<file path="src/common/timer_params.svh">
// offsets, field positions, reset values and counts of the timer register set
// assumes a 12-bit apb byte address, one aligned 32-bit word per register
`ifndef TIMER_PARAMS_SVH
`define TIMER_PARAMS_SVH

// ----------------------------------------------------------------------------
// register word indices (byte address is four times the index)
// ----------------------------------------------------------------------------
`define APB_ADDR_W 12
`define IDX_W 10
`define IDX_CONTROL 10'h0c8
`define IDX_MODE 10'h0c9
`define IDX_RCAP_LOW 10'h0ca
`define IDX_RCAP_HIGH 10'h0cb
`define IDX_COUNT_LOW 10'h0cc
`define IDX_COUNT_HIGH 10'h0cd
`define IDX_IRQ_STATUS 10'h0d0
`define IDX_IRQ_MASK 10'h0d1

// ----------------------------------------------------------------------------
// reset values and write masks
// ----------------------------------------------------------------------------
`define RST_CONTROL 8'h00
`define RST_MODE 8'h00
`define RST_DATA 8'h00
`define RST_IRQ 2'h0
`define MODE_WRITE_MASK 8'h83

// ----------------------------------------------------------------------------
// interrupt status bit positions
// ----------------------------------------------------------------------------
`define IRQ_BITS 2
`define IRQ_BIT_OVERFLOW 0
`define IRQ_BIT_EXTERNAL 1

// ----------------------------------------------------------------------------
// timing counts
// ----------------------------------------------------------------------------
`define PRESCALE_DIV 12
`define COUNT_TOP 16'hffff

`endif

</file>
<file path="src/common/timer_pkg.sv">
// types of the timer register set: register layouts and operating modes
// assumes the offsets and reset values of timer_params.svh
package timer_pkg;

  // --------------------------------------------------------------------------
  // register layouts
  // --------------------------------------------------------------------------
  typedef struct packed {
    logic overflow_flag;
    logic external_event_flag;
    logic receive_clock_select;
    logic transmit_clock_select;
    logic external_trigger_enable;
    logic run_control;
    logic timer_counter_select;
    logic capture_reload_select;
  } control_t;

  typedef struct packed {
    logic prescaler_select;
    logic [4:0] reserved;
    logic clock_output_enable;
    logic down_count_enable;
  } mode_reg_t;

  typedef struct packed {
    logic [7:0] high;
    logic [7:0] low;
  } word16_t;

  // --------------------------------------------------------------------------
  // operating modes
  // --------------------------------------------------------------------------
  typedef enum logic [4:0] {
    MODE_CAPTURE = 5'b00001,
    MODE_RELOAD = 5'b00010,
    MODE_UPDOWN = 5'b00100,
    MODE_BAUD = 5'b01000,
    MODE_CLKOUT = 5'b10000
  } op_mode_t;

endpackage : timer_pkg

</file>
<file path="src/hdl/pin_sync.sv">
// two-flop synchroniser for one pin input
// assumes the pin is asynchronous to clk
`timescale 1ns/100ps

module pin_sync #(
  parameter logic RESET_LEVEL = 1'b1
) (
  input wire logic clk,
  input wire logic resetn,
  input wire logic pin,
  output logic level
);

  logic meta;
  logic next_meta;
  logic next_level;

  always_comb
  begin
    next_meta = pin;
    next_level = meta;
  end

  always_ff @(posedge clk or negedge resetn)
  begin
    if (!resetn)
    begin
      meta <= RESET_LEVEL;
      level <= RESET_LEVEL;
    end
    else
    begin
      meta <= next_meta;
      level <= next_level;
    end
  end

endmodule : pin_sync

</file>
<file path="src/hdl/timer2_control_registers.sv">
// 16-bit timer/counter with capture, reload, up/down, baud and clock-out modes
// assumes an apb master on CLK and asynchronous count and trigger pins
//
// Local design decision: register access over APB.
`timescale 1ns/100ps
`include "timer_params.svh"

// How it works
// - run bit zero halts the count; one lets it advance on the input
// - select bit zero counts internal clock; count pin stays a port pin
// - select bit one counts count pin falling edges and enables its pull-up
// - capture/reload bit picks reload at zero, capture at one
// - prescaler bit zero gives clock over twelve, one gives full clock
// - output enable one drives the shared pin; generated clock toggles on it only with select bit zero
// - down-count enable zero counts up only; one allows both directions
// - receive select one makes serial receive baud come from this timer
// - low and high reload/capture bytes are software readable and writable
// - low and high live count bytes are software readable and writable
// - receive and transmit baud selects are independent bits
// - hardware sets both flags and toggles the external flag on each up/down wrap; software sets or clears; reset clears
// - capture mode with trigger enable: trigger falling edge captures, sets flag
// - up/down mode: trigger high counts up, trigger low counts down
// - either baud select gives baud mode: overflow reloads, no overflow flag
module timer2_control_registers
  import timer_pkg::*;
#(
  parameter int PRESCALE_DIV = `PRESCALE_DIV
) (
  input wire logic CLK,
  input wire logic RESETN,
  input wire logic PSEL,
  input wire logic PENABLE,
  input wire logic PWRITE,
  input wire logic [`APB_ADDR_W-1:0] PADDR,
  input wire logic [31:0] PWDATA,
  output logic [31:0] PRDATA,
  output logic PREADY,
  output logic PSLVERR,
  input wire logic COUNT_PIN_I,
  output logic COUNT_PIN_O,
  output logic COUNT_PIN_OE,
  output logic COUNT_PIN_PULLUP,
  input wire logic TRIG_PIN_I,
  output logic RX_BAUD_SELECT,
  output logic TX_BAUD_SELECT,
  output logic BAUD_TICK,
  output logic IRQ
);

  // --------------------------------------------------------------------------
  // parameter check
  // --------------------------------------------------------------------------
  localparam int PW = (PRESCALE_DIV > 2) ? $clog2(PRESCALE_DIV) : 1;

  generate
    if (PRESCALE_DIV < 2 || PRESCALE_DIV > 256)
    begin : bad_prescale
      $error("prescale divider out of range");
    end
  endgenerate

  // --------------------------------------------------------------------------
  // state
  // --------------------------------------------------------------------------
  control_t ctrl;
  control_t next_ctrl;
  mode_reg_t mode;
  mode_reg_t next_mode;
  word16_t rcap;
  word16_t next_rcap;
  word16_t count;
  word16_t next_count;
  logic [PW-1:0] presc;
  logic [PW-1:0] next_presc;
  logic count_prev;
  logic next_count_prev;
  logic trig_prev;
  logic next_trig_prev;
  logic [`IRQ_BITS-1:0] status;
  logic [`IRQ_BITS-1:0] next_status;
  logic [`IRQ_BITS-1:0] mask;
  logic [`IRQ_BITS-1:0] next_mask;
  logic clk_out;
  logic next_clk_out;
  logic baud_tick;
  logic next_baud_tick;
  logic [31:0] rdata;
  logic [31:0] next_rdata;
  logic slverr;
  logic next_slverr;

  // --------------------------------------------------------------------------
  // combinational helpers
  // --------------------------------------------------------------------------
  logic count_sync;
  logic trig_sync;
  logic count_fall;
  logic trig_fall;
  logic presc_tick;
  logic tick;
  logic up;
  logic at_top;
  logic at_bottom;
  logic wrap;
  logic hw_tf;
  logic hw_exf;
  logic exf_toggle;
  logic setup;
  logic wr;
  logic hit;
  logic [`IDX_W-1:0] idx;
  logic [7:0] wbyte;
  op_mode_t op;

  // --------------------------------------------------------------------------
  // pin synchronisers
  // --------------------------------------------------------------------------
  pin_sync #(
    .RESET_LEVEL(1'b1)
  ) u_count_sync (
    .clk(CLK),
    .resetn(RESETN),
    .pin(COUNT_PIN_I),
    .level(count_sync)
  );

  pin_sync #(
    .RESET_LEVEL(1'b1)
  ) u_trig_sync (
    .clk(CLK),
    .resetn(RESETN),
    .pin(TRIG_PIN_I),
    .level(trig_sync)
  );

  assign count_fall = count_prev & ~count_sync;
  assign trig_fall = trig_prev & ~trig_sync;

  // --------------------------------------------------------------------------
  // input selection
  // --------------------------------------------------------------------------
  assign presc_tick = mode.prescaler_select | (presc == PW'(PRESCALE_DIV - 1));
  assign tick = ctrl.run_control &
    (ctrl.timer_counter_select ? count_fall : presc_tick);

  // --------------------------------------------------------------------------
  // mode decode
  // --------------------------------------------------------------------------
  always_comb
  begin
    if (ctrl.receive_clock_select | ctrl.transmit_clock_select)
      op = MODE_BAUD;
    else if (mode.clock_output_enable & ~ctrl.timer_counter_select)
      op = MODE_CLKOUT;
    else if (ctrl.capture_reload_select)
      op = MODE_CAPTURE;
    else if (mode.down_count_enable)
      op = MODE_UPDOWN;
    else
      op = MODE_RELOAD;
  end

  assign up = (op == MODE_UPDOWN) ? trig_sync : 1'b1;
  assign at_top = (count == `COUNT_TOP);
  assign at_bottom = (count == rcap);
  assign wrap = tick & (up ? at_top : at_bottom);

  // --------------------------------------------------------------------------
  // apb decode
  // --------------------------------------------------------------------------
  assign setup = PSEL & ~PENABLE;
  assign wr = PSEL & PENABLE & PWRITE;
  assign idx = PADDR[`APB_ADDR_W-1:2];
  assign wbyte = PWDATA[7:0];

  always_comb
  begin
    case (idx)
      `IDX_CONTROL, `IDX_MODE, `IDX_RCAP_LOW, `IDX_RCAP_HIGH: hit = 1'b1;
      `IDX_COUNT_LOW, `IDX_COUNT_HIGH, `IDX_IRQ_STATUS, `IDX_IRQ_MASK: hit = 1'b1;
      default: hit = 1'b0;
    endcase
  end

  // --------------------------------------------------------------------------
  // counter next state
  // --------------------------------------------------------------------------
  always_comb
  begin
    next_count = count;
    next_rcap = rcap;
    hw_tf = 1'b0;
    hw_exf = 1'b0;
    exf_toggle = 1'b0;
    case (op)
      MODE_CAPTURE:
      begin
        if (tick)
          next_count = word16_t'(count + 16'h0001);
        hw_tf = tick & at_top;
        if (ctrl.external_trigger_enable & trig_fall)
        begin
          next_rcap = count;
          hw_exf = 1'b1;
        end
      end
      MODE_RELOAD:
      begin
        if (tick)
          next_count = at_top ? rcap : word16_t'(count + 16'h0001);
        hw_tf = tick & at_top;
        if (ctrl.external_trigger_enable & trig_fall)
        begin
          next_count = rcap;
          hw_exf = 1'b1;
        end
      end
      MODE_UPDOWN:
      begin
        if (tick & up)
          next_count = at_top ? rcap : word16_t'(count + 16'h0001);
        else if (tick)
          next_count = at_bottom ? `COUNT_TOP : word16_t'(count - 16'h0001);
        hw_tf = wrap;
        exf_toggle = wrap;
      end
      MODE_BAUD, MODE_CLKOUT:
      begin
        if (tick)
          next_count = at_top ? rcap : word16_t'(count + 16'h0001);
        if (ctrl.external_trigger_enable & trig_fall)
          hw_exf = 1'b1;
      end
      default:
      begin
        next_count = count;
      end
    endcase
    if (wr & (idx == `IDX_COUNT_LOW))
      next_count.low = wbyte;
    if (wr & (idx == `IDX_COUNT_HIGH))
      next_count.high = wbyte;
    if (wr & (idx == `IDX_RCAP_LOW))
      next_rcap.low = wbyte;
    if (wr & (idx == `IDX_RCAP_HIGH))
      next_rcap.high = wbyte;
  end

  // --------------------------------------------------------------------------
  // register and flag next state
  // --------------------------------------------------------------------------
  always_comb
  begin
    next_ctrl = ctrl;
    next_mode = mode;
    next_mask = mask;
    next_presc = presc_tick ? '0 : PW'(presc + 1'b1);
    next_count_prev = count_sync;
    next_trig_prev = trig_sync;
    if (exf_toggle)
      next_ctrl.external_event_flag = ~ctrl.external_event_flag;
    if (wr & (idx == `IDX_CONTROL))
      next_ctrl = control_t'(wbyte);
    if (wr & (idx == `IDX_MODE))
      next_mode = mode_reg_t'(wbyte & `MODE_WRITE_MASK);
    if (wr & (idx == `IDX_IRQ_MASK))
      next_mask = PWDATA[`IRQ_BITS-1:0];
    if (hw_tf)
      next_ctrl.overflow_flag = 1'b1;
    if (hw_exf)
      next_ctrl.external_event_flag = 1'b1;
    next_status = status;
    if (wr & (idx == `IDX_IRQ_STATUS))
      next_status = status & ~PWDATA[`IRQ_BITS-1:0];
    if (hw_tf)
      next_status[`IRQ_BIT_OVERFLOW] = 1'b1;
    if (hw_exf)
      next_status[`IRQ_BIT_EXTERNAL] = 1'b1;
    next_clk_out = clk_out;
    if (wrap & mode.clock_output_enable & ~ctrl.timer_counter_select)
      next_clk_out = ~clk_out;
    next_baud_tick = wrap & (op == MODE_BAUD);
  end

  // --------------------------------------------------------------------------
  // read data, latched in the setup cycle
  // --------------------------------------------------------------------------
  always_comb
  begin
    next_rdata = rdata;
    next_slverr = slverr;
    if (setup)
    begin
      next_rdata = 32'h00000000;
      next_slverr = ~hit;
      case (idx)
        `IDX_CONTROL: next_rdata[7:0] = ctrl;
        `IDX_MODE: next_rdata[7:0] = mode;
        `IDX_RCAP_LOW: next_rdata[7:0] = rcap.low;
        `IDX_RCAP_HIGH: next_rdata[7:0] = rcap.high;
        `IDX_COUNT_LOW: next_rdata[7:0] = count.low;
        `IDX_COUNT_HIGH: next_rdata[7:0] = count.high;
        `IDX_IRQ_STATUS: next_rdata[`IRQ_BITS-1:0] = status;
        `IDX_IRQ_MASK: next_rdata[`IRQ_BITS-1:0] = mask;
        default: next_rdata = 32'h00000000;
      endcase
    end
  end

  // --------------------------------------------------------------------------
  // registers
  // --------------------------------------------------------------------------
  always_ff @(posedge CLK or negedge RESETN)
  begin
    if (!RESETN)
    begin
      ctrl <= control_t'(`RST_CONTROL);
      mode <= mode_reg_t'(`RST_MODE);
      rcap <= {`RST_DATA, `RST_DATA};
      count <= {`RST_DATA, `RST_DATA};
      presc <= '0;
      count_prev <= 1'b1;
      trig_prev <= 1'b1;
      status <= `RST_IRQ;
      mask <= `RST_IRQ;
      clk_out <= 1'b0;
      baud_tick <= 1'b0;
      rdata <= 32'h00000000;
      slverr <= 1'b0;
    end
    else
    begin
      ctrl <= next_ctrl;
      mode <= next_mode;
      rcap <= next_rcap;
      count <= next_count;
      presc <= next_presc;
      count_prev <= next_count_prev;
      trig_prev <= next_trig_prev;
      status <= next_status;
      mask <= next_mask;
      clk_out <= next_clk_out;
      baud_tick <= next_baud_tick;
      rdata <= next_rdata;
      slverr <= next_slverr;
    end
  end

  // --------------------------------------------------------------------------
  // outputs
  // --------------------------------------------------------------------------
  assign PREADY = 1'b1;
  assign PRDATA = rdata;
  assign PSLVERR = slverr & PSEL & PENABLE;
  assign COUNT_PIN_O = clk_out;
  assign COUNT_PIN_OE = mode.clock_output_enable;
  assign COUNT_PIN_PULLUP = ctrl.timer_counter_select;
  assign RX_BAUD_SELECT = ctrl.receive_clock_select;
  assign TX_BAUD_SELECT = ctrl.transmit_clock_select;
  assign BAUD_TICK = baud_tick;
  assign IRQ = |(status & mask);

endmodule : timer2_control_registers

</file>
<file path="config.mk">
export PLATFORM = sky130hd
export DESIGN_NAME = timer2_control_registers
export DESIGN_NICKNAME = d
export VERILOG_FILES = /design/src/common/timer_pkg.sv /design/src/hdl/pin_sync.sv /design/src/hdl/timer2_control_registers.sv
export VERILOG_INCLUDE_DIRS = /design/src /design/src/common
export SDC_FILE = /design/constraint.sdc
export NUM_CORES = 1
export LEC_CHECK = 0
export ABC_AREA = 1
export BUFFER_PORTS_ARGS = -buffer_cell sky130_fd_sc_hd__buf_2
export CELL_PAD_IN_SITES_DETAIL_PLACEMENT = 0
export CELL_PAD_IN_SITES_GLOBAL_PLACEMENT = 1
export CORE_AREA = 2 2 123 125
export CTS_CLUSTER_DIAMETER = 50
export DETAILED_ROUTE_END_ITERATION = 10
export DIE_AREA = 0 0 125 127
export GPL_TIMING_DRIVEN = 0
export PLACE_DENSITY_LB_ADDON = 0.1
export SYNTH_ARGS = -nofsm -noshare
export SYNTH_HDL_FRONTEND = slang
export SYNTH_SLANG_ARGS = --single-unit
export TNS_END_PERCENT = 10
</file>
<file path="constraint.sdc">
create_clock -name CLK -period 2.2 [get_ports CLK]
set_input_delay 0 -clock CLK [delete_from_list [all_inputs] [get_ports CLK]]
set_output_delay 0 -clock CLK [all_outputs]
set_load 0.005 [all_outputs]
</file>
==> results.toml <==
[hold_path]
holdCritStartpoint = "PWDATA[3]"
hold_class = "input pin to register"

[critical_path]
r2r_end = "ctrl[6]"
critPathKind = "register to register"
crit_path_start = "count[0]"
path_buf_inv = 2
crit_fanout = 7
worstPathRequired_ns = 2.41
cp_num_cells = 11
regToRegStartpoint = "count[0]"
rrSetupSlack_ns = 0.06
critPathMaxStageDelay_ns = 0.44
rr_worst_depth = 11
startpoint_type = "register"
critical_path_arrival_ns = 2.35
endpoint_kind = "register"
critPathTopFamily = "simple AND/OR/NAND/NOR gates"
crit_path_cell_trace = "ha_4 > nand3_4 > nor2_8 > nand4_4 > buf_12 > clkbuf_16 > a21oi_2 > nand3_1 > xor2_1 > nand2_1 > o211ai_1"
endpoint = "ctrl[6]"
slowest_stage = "dfrtp_2"

[drt]
vias_per_cell = 5.54
ant_nets = 0
drtPass1Iterations = 6
drt-total-wl_um = 24500
first_iter_violations = 556
wl_per_cell_um = 21.0
post-route-drc-count = 0
via_count = 6485

[placed_design]
dp_hpwl_um = 18100
gp_congestion = 0.989
io_buffers = 40

[flow_run]
max-cap-violations = 0

[grt]
grt_pass1_wl_um = 36400
grt_usage_pct = 30.5
grt_overflow = 0
grt_max_degree = 69
antenna_found_initial = 0
grt_pass1_vias = 5909

[floorplanning]
die_area_sq_um = 15900
die_width_um = 125
coreArea_sq_um = 14400
die_h_um = 127
initial_core_util_pct = 39.8
boundaryPins = 92
std_cell_rows = 44

[layout]
utilization_pct = 48.8
area_growth_pct = 22.6
nets = 1035
n_antenna_cell = 0
nFillCells = 1504
final_cell_mix = "nand2_1 (263), inv_1 (91), nor2_1 (69)"
drive_gt1_share_pct = 20.5
mostFrequentLayoutCell = "nand2_1"

[logic_synthesis]
synthArstFlopShare_pct = 100
ys_warn_count = 0
netlist_area_sq_um = 5740
synth_seq_cells = 68
synth_cell_types = 45
seq_area_frac_synth_pct = 29.8
synth_ff_type = "dfrtp_1"
synth_cells = 882
synth-edff-count = 0
synth_area_per_cell_sq_um = 6.51

[pwr]
ir_worst_vdd_v = 0.000412
p_leak_nw = 3.46
power.density_nw_per_um2 = 711
power_mw = 5.00

[clock_network]
cts_sinks = 68
cts_tree = "yes"
cts_buffers = 9
clockBufferDepth = 2
cts.clk_slew.worst_paths_ns = 0.06
ctsRootBufferMaster = "clkbuf_16"
clk_latency_ns = 0.35
htreeDepth = 3

[timing]
clock.fmax_ghz = 0.467
fin_worst_skew_ns = 0.00594
worstMarginPinSlew_ns = 0.924
setup_viol = 0
rsz0062_at_grt = "true"
period_share_pct = 97.3
relSlewSlack_pct = 38.4
finalHoldViolations = 0
period_needed_ns = 2.14
maxSlewViolCount = 0
tns_ns = 0

[run_status]
status = "complete, no violations"
## worst min-delay path by stage
| stage | cells past startpoint | slack, ns | endpoint |
|---|---|---|---|
| after floorplan | 0 | -0.30 | BAUD_TICK |
| after global placement | 1 | 0.11 | u_count_sync.meta |
| after detailed placement | 1 | 0.11 | u_trig_sync.meta |
| after CTS | 3 | 0.02 | count[11] |
| after global routing | 5 | 0.07 | PRDATA[7] |
| final | 3 | 0.02 | count[11] |
## metal layers
layer  global-route usage [%]  part of all wire [%]  vias up  wire length (um)
li1                         -                     -     3055                 -
met2                     48.5                    45      306             11100
met3                     5.44                   8.5       47              2080
met4                     7.97                   2.2        0               544
met1                     43.0                    44     3077             10800
met5                        0                     0        -                 0
## cell type report
| class | instances | area, sq um | area share (%) |
|---|---|---|---|
| buffer | 58 | 454 | 6.45 |
| timing repair buffer | 65 | 463 | 6.58 |
| clock inverter | 6 | 71.3 | 1.01 |
| sequential | 68 | 1710 | 24.3 |
| multi-input combinational | 674 | 3450 | 49.0 |
| clock buffer | 10 | 239 | 3.40 |
| inverter | 105 | 419 | 5.96 |
| tap | 184 | 230 | 3.27 |
## report_power, final
part           internal, mW  total, mW  switching, mW
Clock                 0.919       1.54          0.620
Combinational         0.658       1.99           1.33
Sequential             1.39       1.48         0.0905
## state kept, by name (all words and copies together) (netlist names)
signal / count
status: 2
RX_BAUD_SELECT: 1
rcap: 16
mode: 2
u_count_sync.meta: 1
mask: 2
slverr: 1
presc: 4
trig_prev: 1
count: 16
u_count_sync.level: 1
BAUD_TICK: 1
TX_BAUD_SELECT: 1
COUNT_PIN_PULLUP: 1
count_prev: 1
u_trig_sync.level: 1
u_trig_sync.meta: 1
COUNT_PIN_O: 1
ctrl: 5
PRDATA: 8
COUNT_PIN_OE: 1
## cells in the mapped netlist, types with 3 or more instances
library cell,number,area (sq um)
xor2_1,14,123
a21oi_1,44,220
nor2_4,7,78.8
o22ai_1,5,31.3
nand3_1,65,325
nand2_1,268,1010
buf_4,35,263
inv_2,12,45.0
o21ai_1,8,40.0
nor2_2,9,56.3
ha_1,3,37.5
inv_1,92,345
buf_6,4,45.0
nand3_2,4,40.0
buf_2,13,65.1
o21ai_0,53,265
o211ai_1,11,82.6
nor2_1,74,278
dfstp_2,6,158
nand4_1,20,125
o221ai_1,25,219
nor3_1,8,40.0
dfrtp_1,62,1550
clkbuf_1,5,18.8
nand2_2,8,50.1
## cell families (layout without fill, tap and decap cells)
logic type	after synthesis	in the layout	share of synthesized area (%)
AND/OR/NAND/NOR	472	472	36.6
buffers and inverters	163	244	13.8
AO/OA/AOI/OAI	158	158	16.6
flip-flops	68	68	29.8
XOR/XNOR	16	16	2.44
adder cells (fa/ha/maj)	3	3	0.654
other	2	25	0.131
## through the flow
step / std cells / hold WS [ns] / cell area [sq um] / worst slack [ns]
final: 1170 / 0.0243 / 7040 / 0.0587
after global routing: 1170 / 0.0720 / 7040 / -0.0760
after CTS: 1156 / 0.0179 / 6740 / -0.0396
after detailed placement: 1129 / 0.109 / 6260 / -0.224
after global placement: 1129 / 0.105 / 6260 / -0.205
after floorplan: 905 / -0.296 / 5830 / 0.318
## worst register-to-register path, delay by kind of cell (launching register included)
family          cells  cell delay, ns
simple gates        5            0.63
flops               1            0.44
buf+inv             2            0.34
compound gates      2            0.23
fa+ha+maj           1            0.19
xor+xnor            1            0.17
## repair_timing
| item | in CTS | in global routing |
|---|---|---|
| endpoints found under the hold margin | 71 | 0 |
| pin swaps | 2 | 7 |
| endpoints found under the setup margin | 26 | 36 |
| gates cloned | 0 | 2 |
| hold buffers | 10 | 0 |
| gates resized for setup | 20 | 44 |
| buffers inserted | 1 | 12 |
Note: power is estimated with default switching activity, not from simulation.
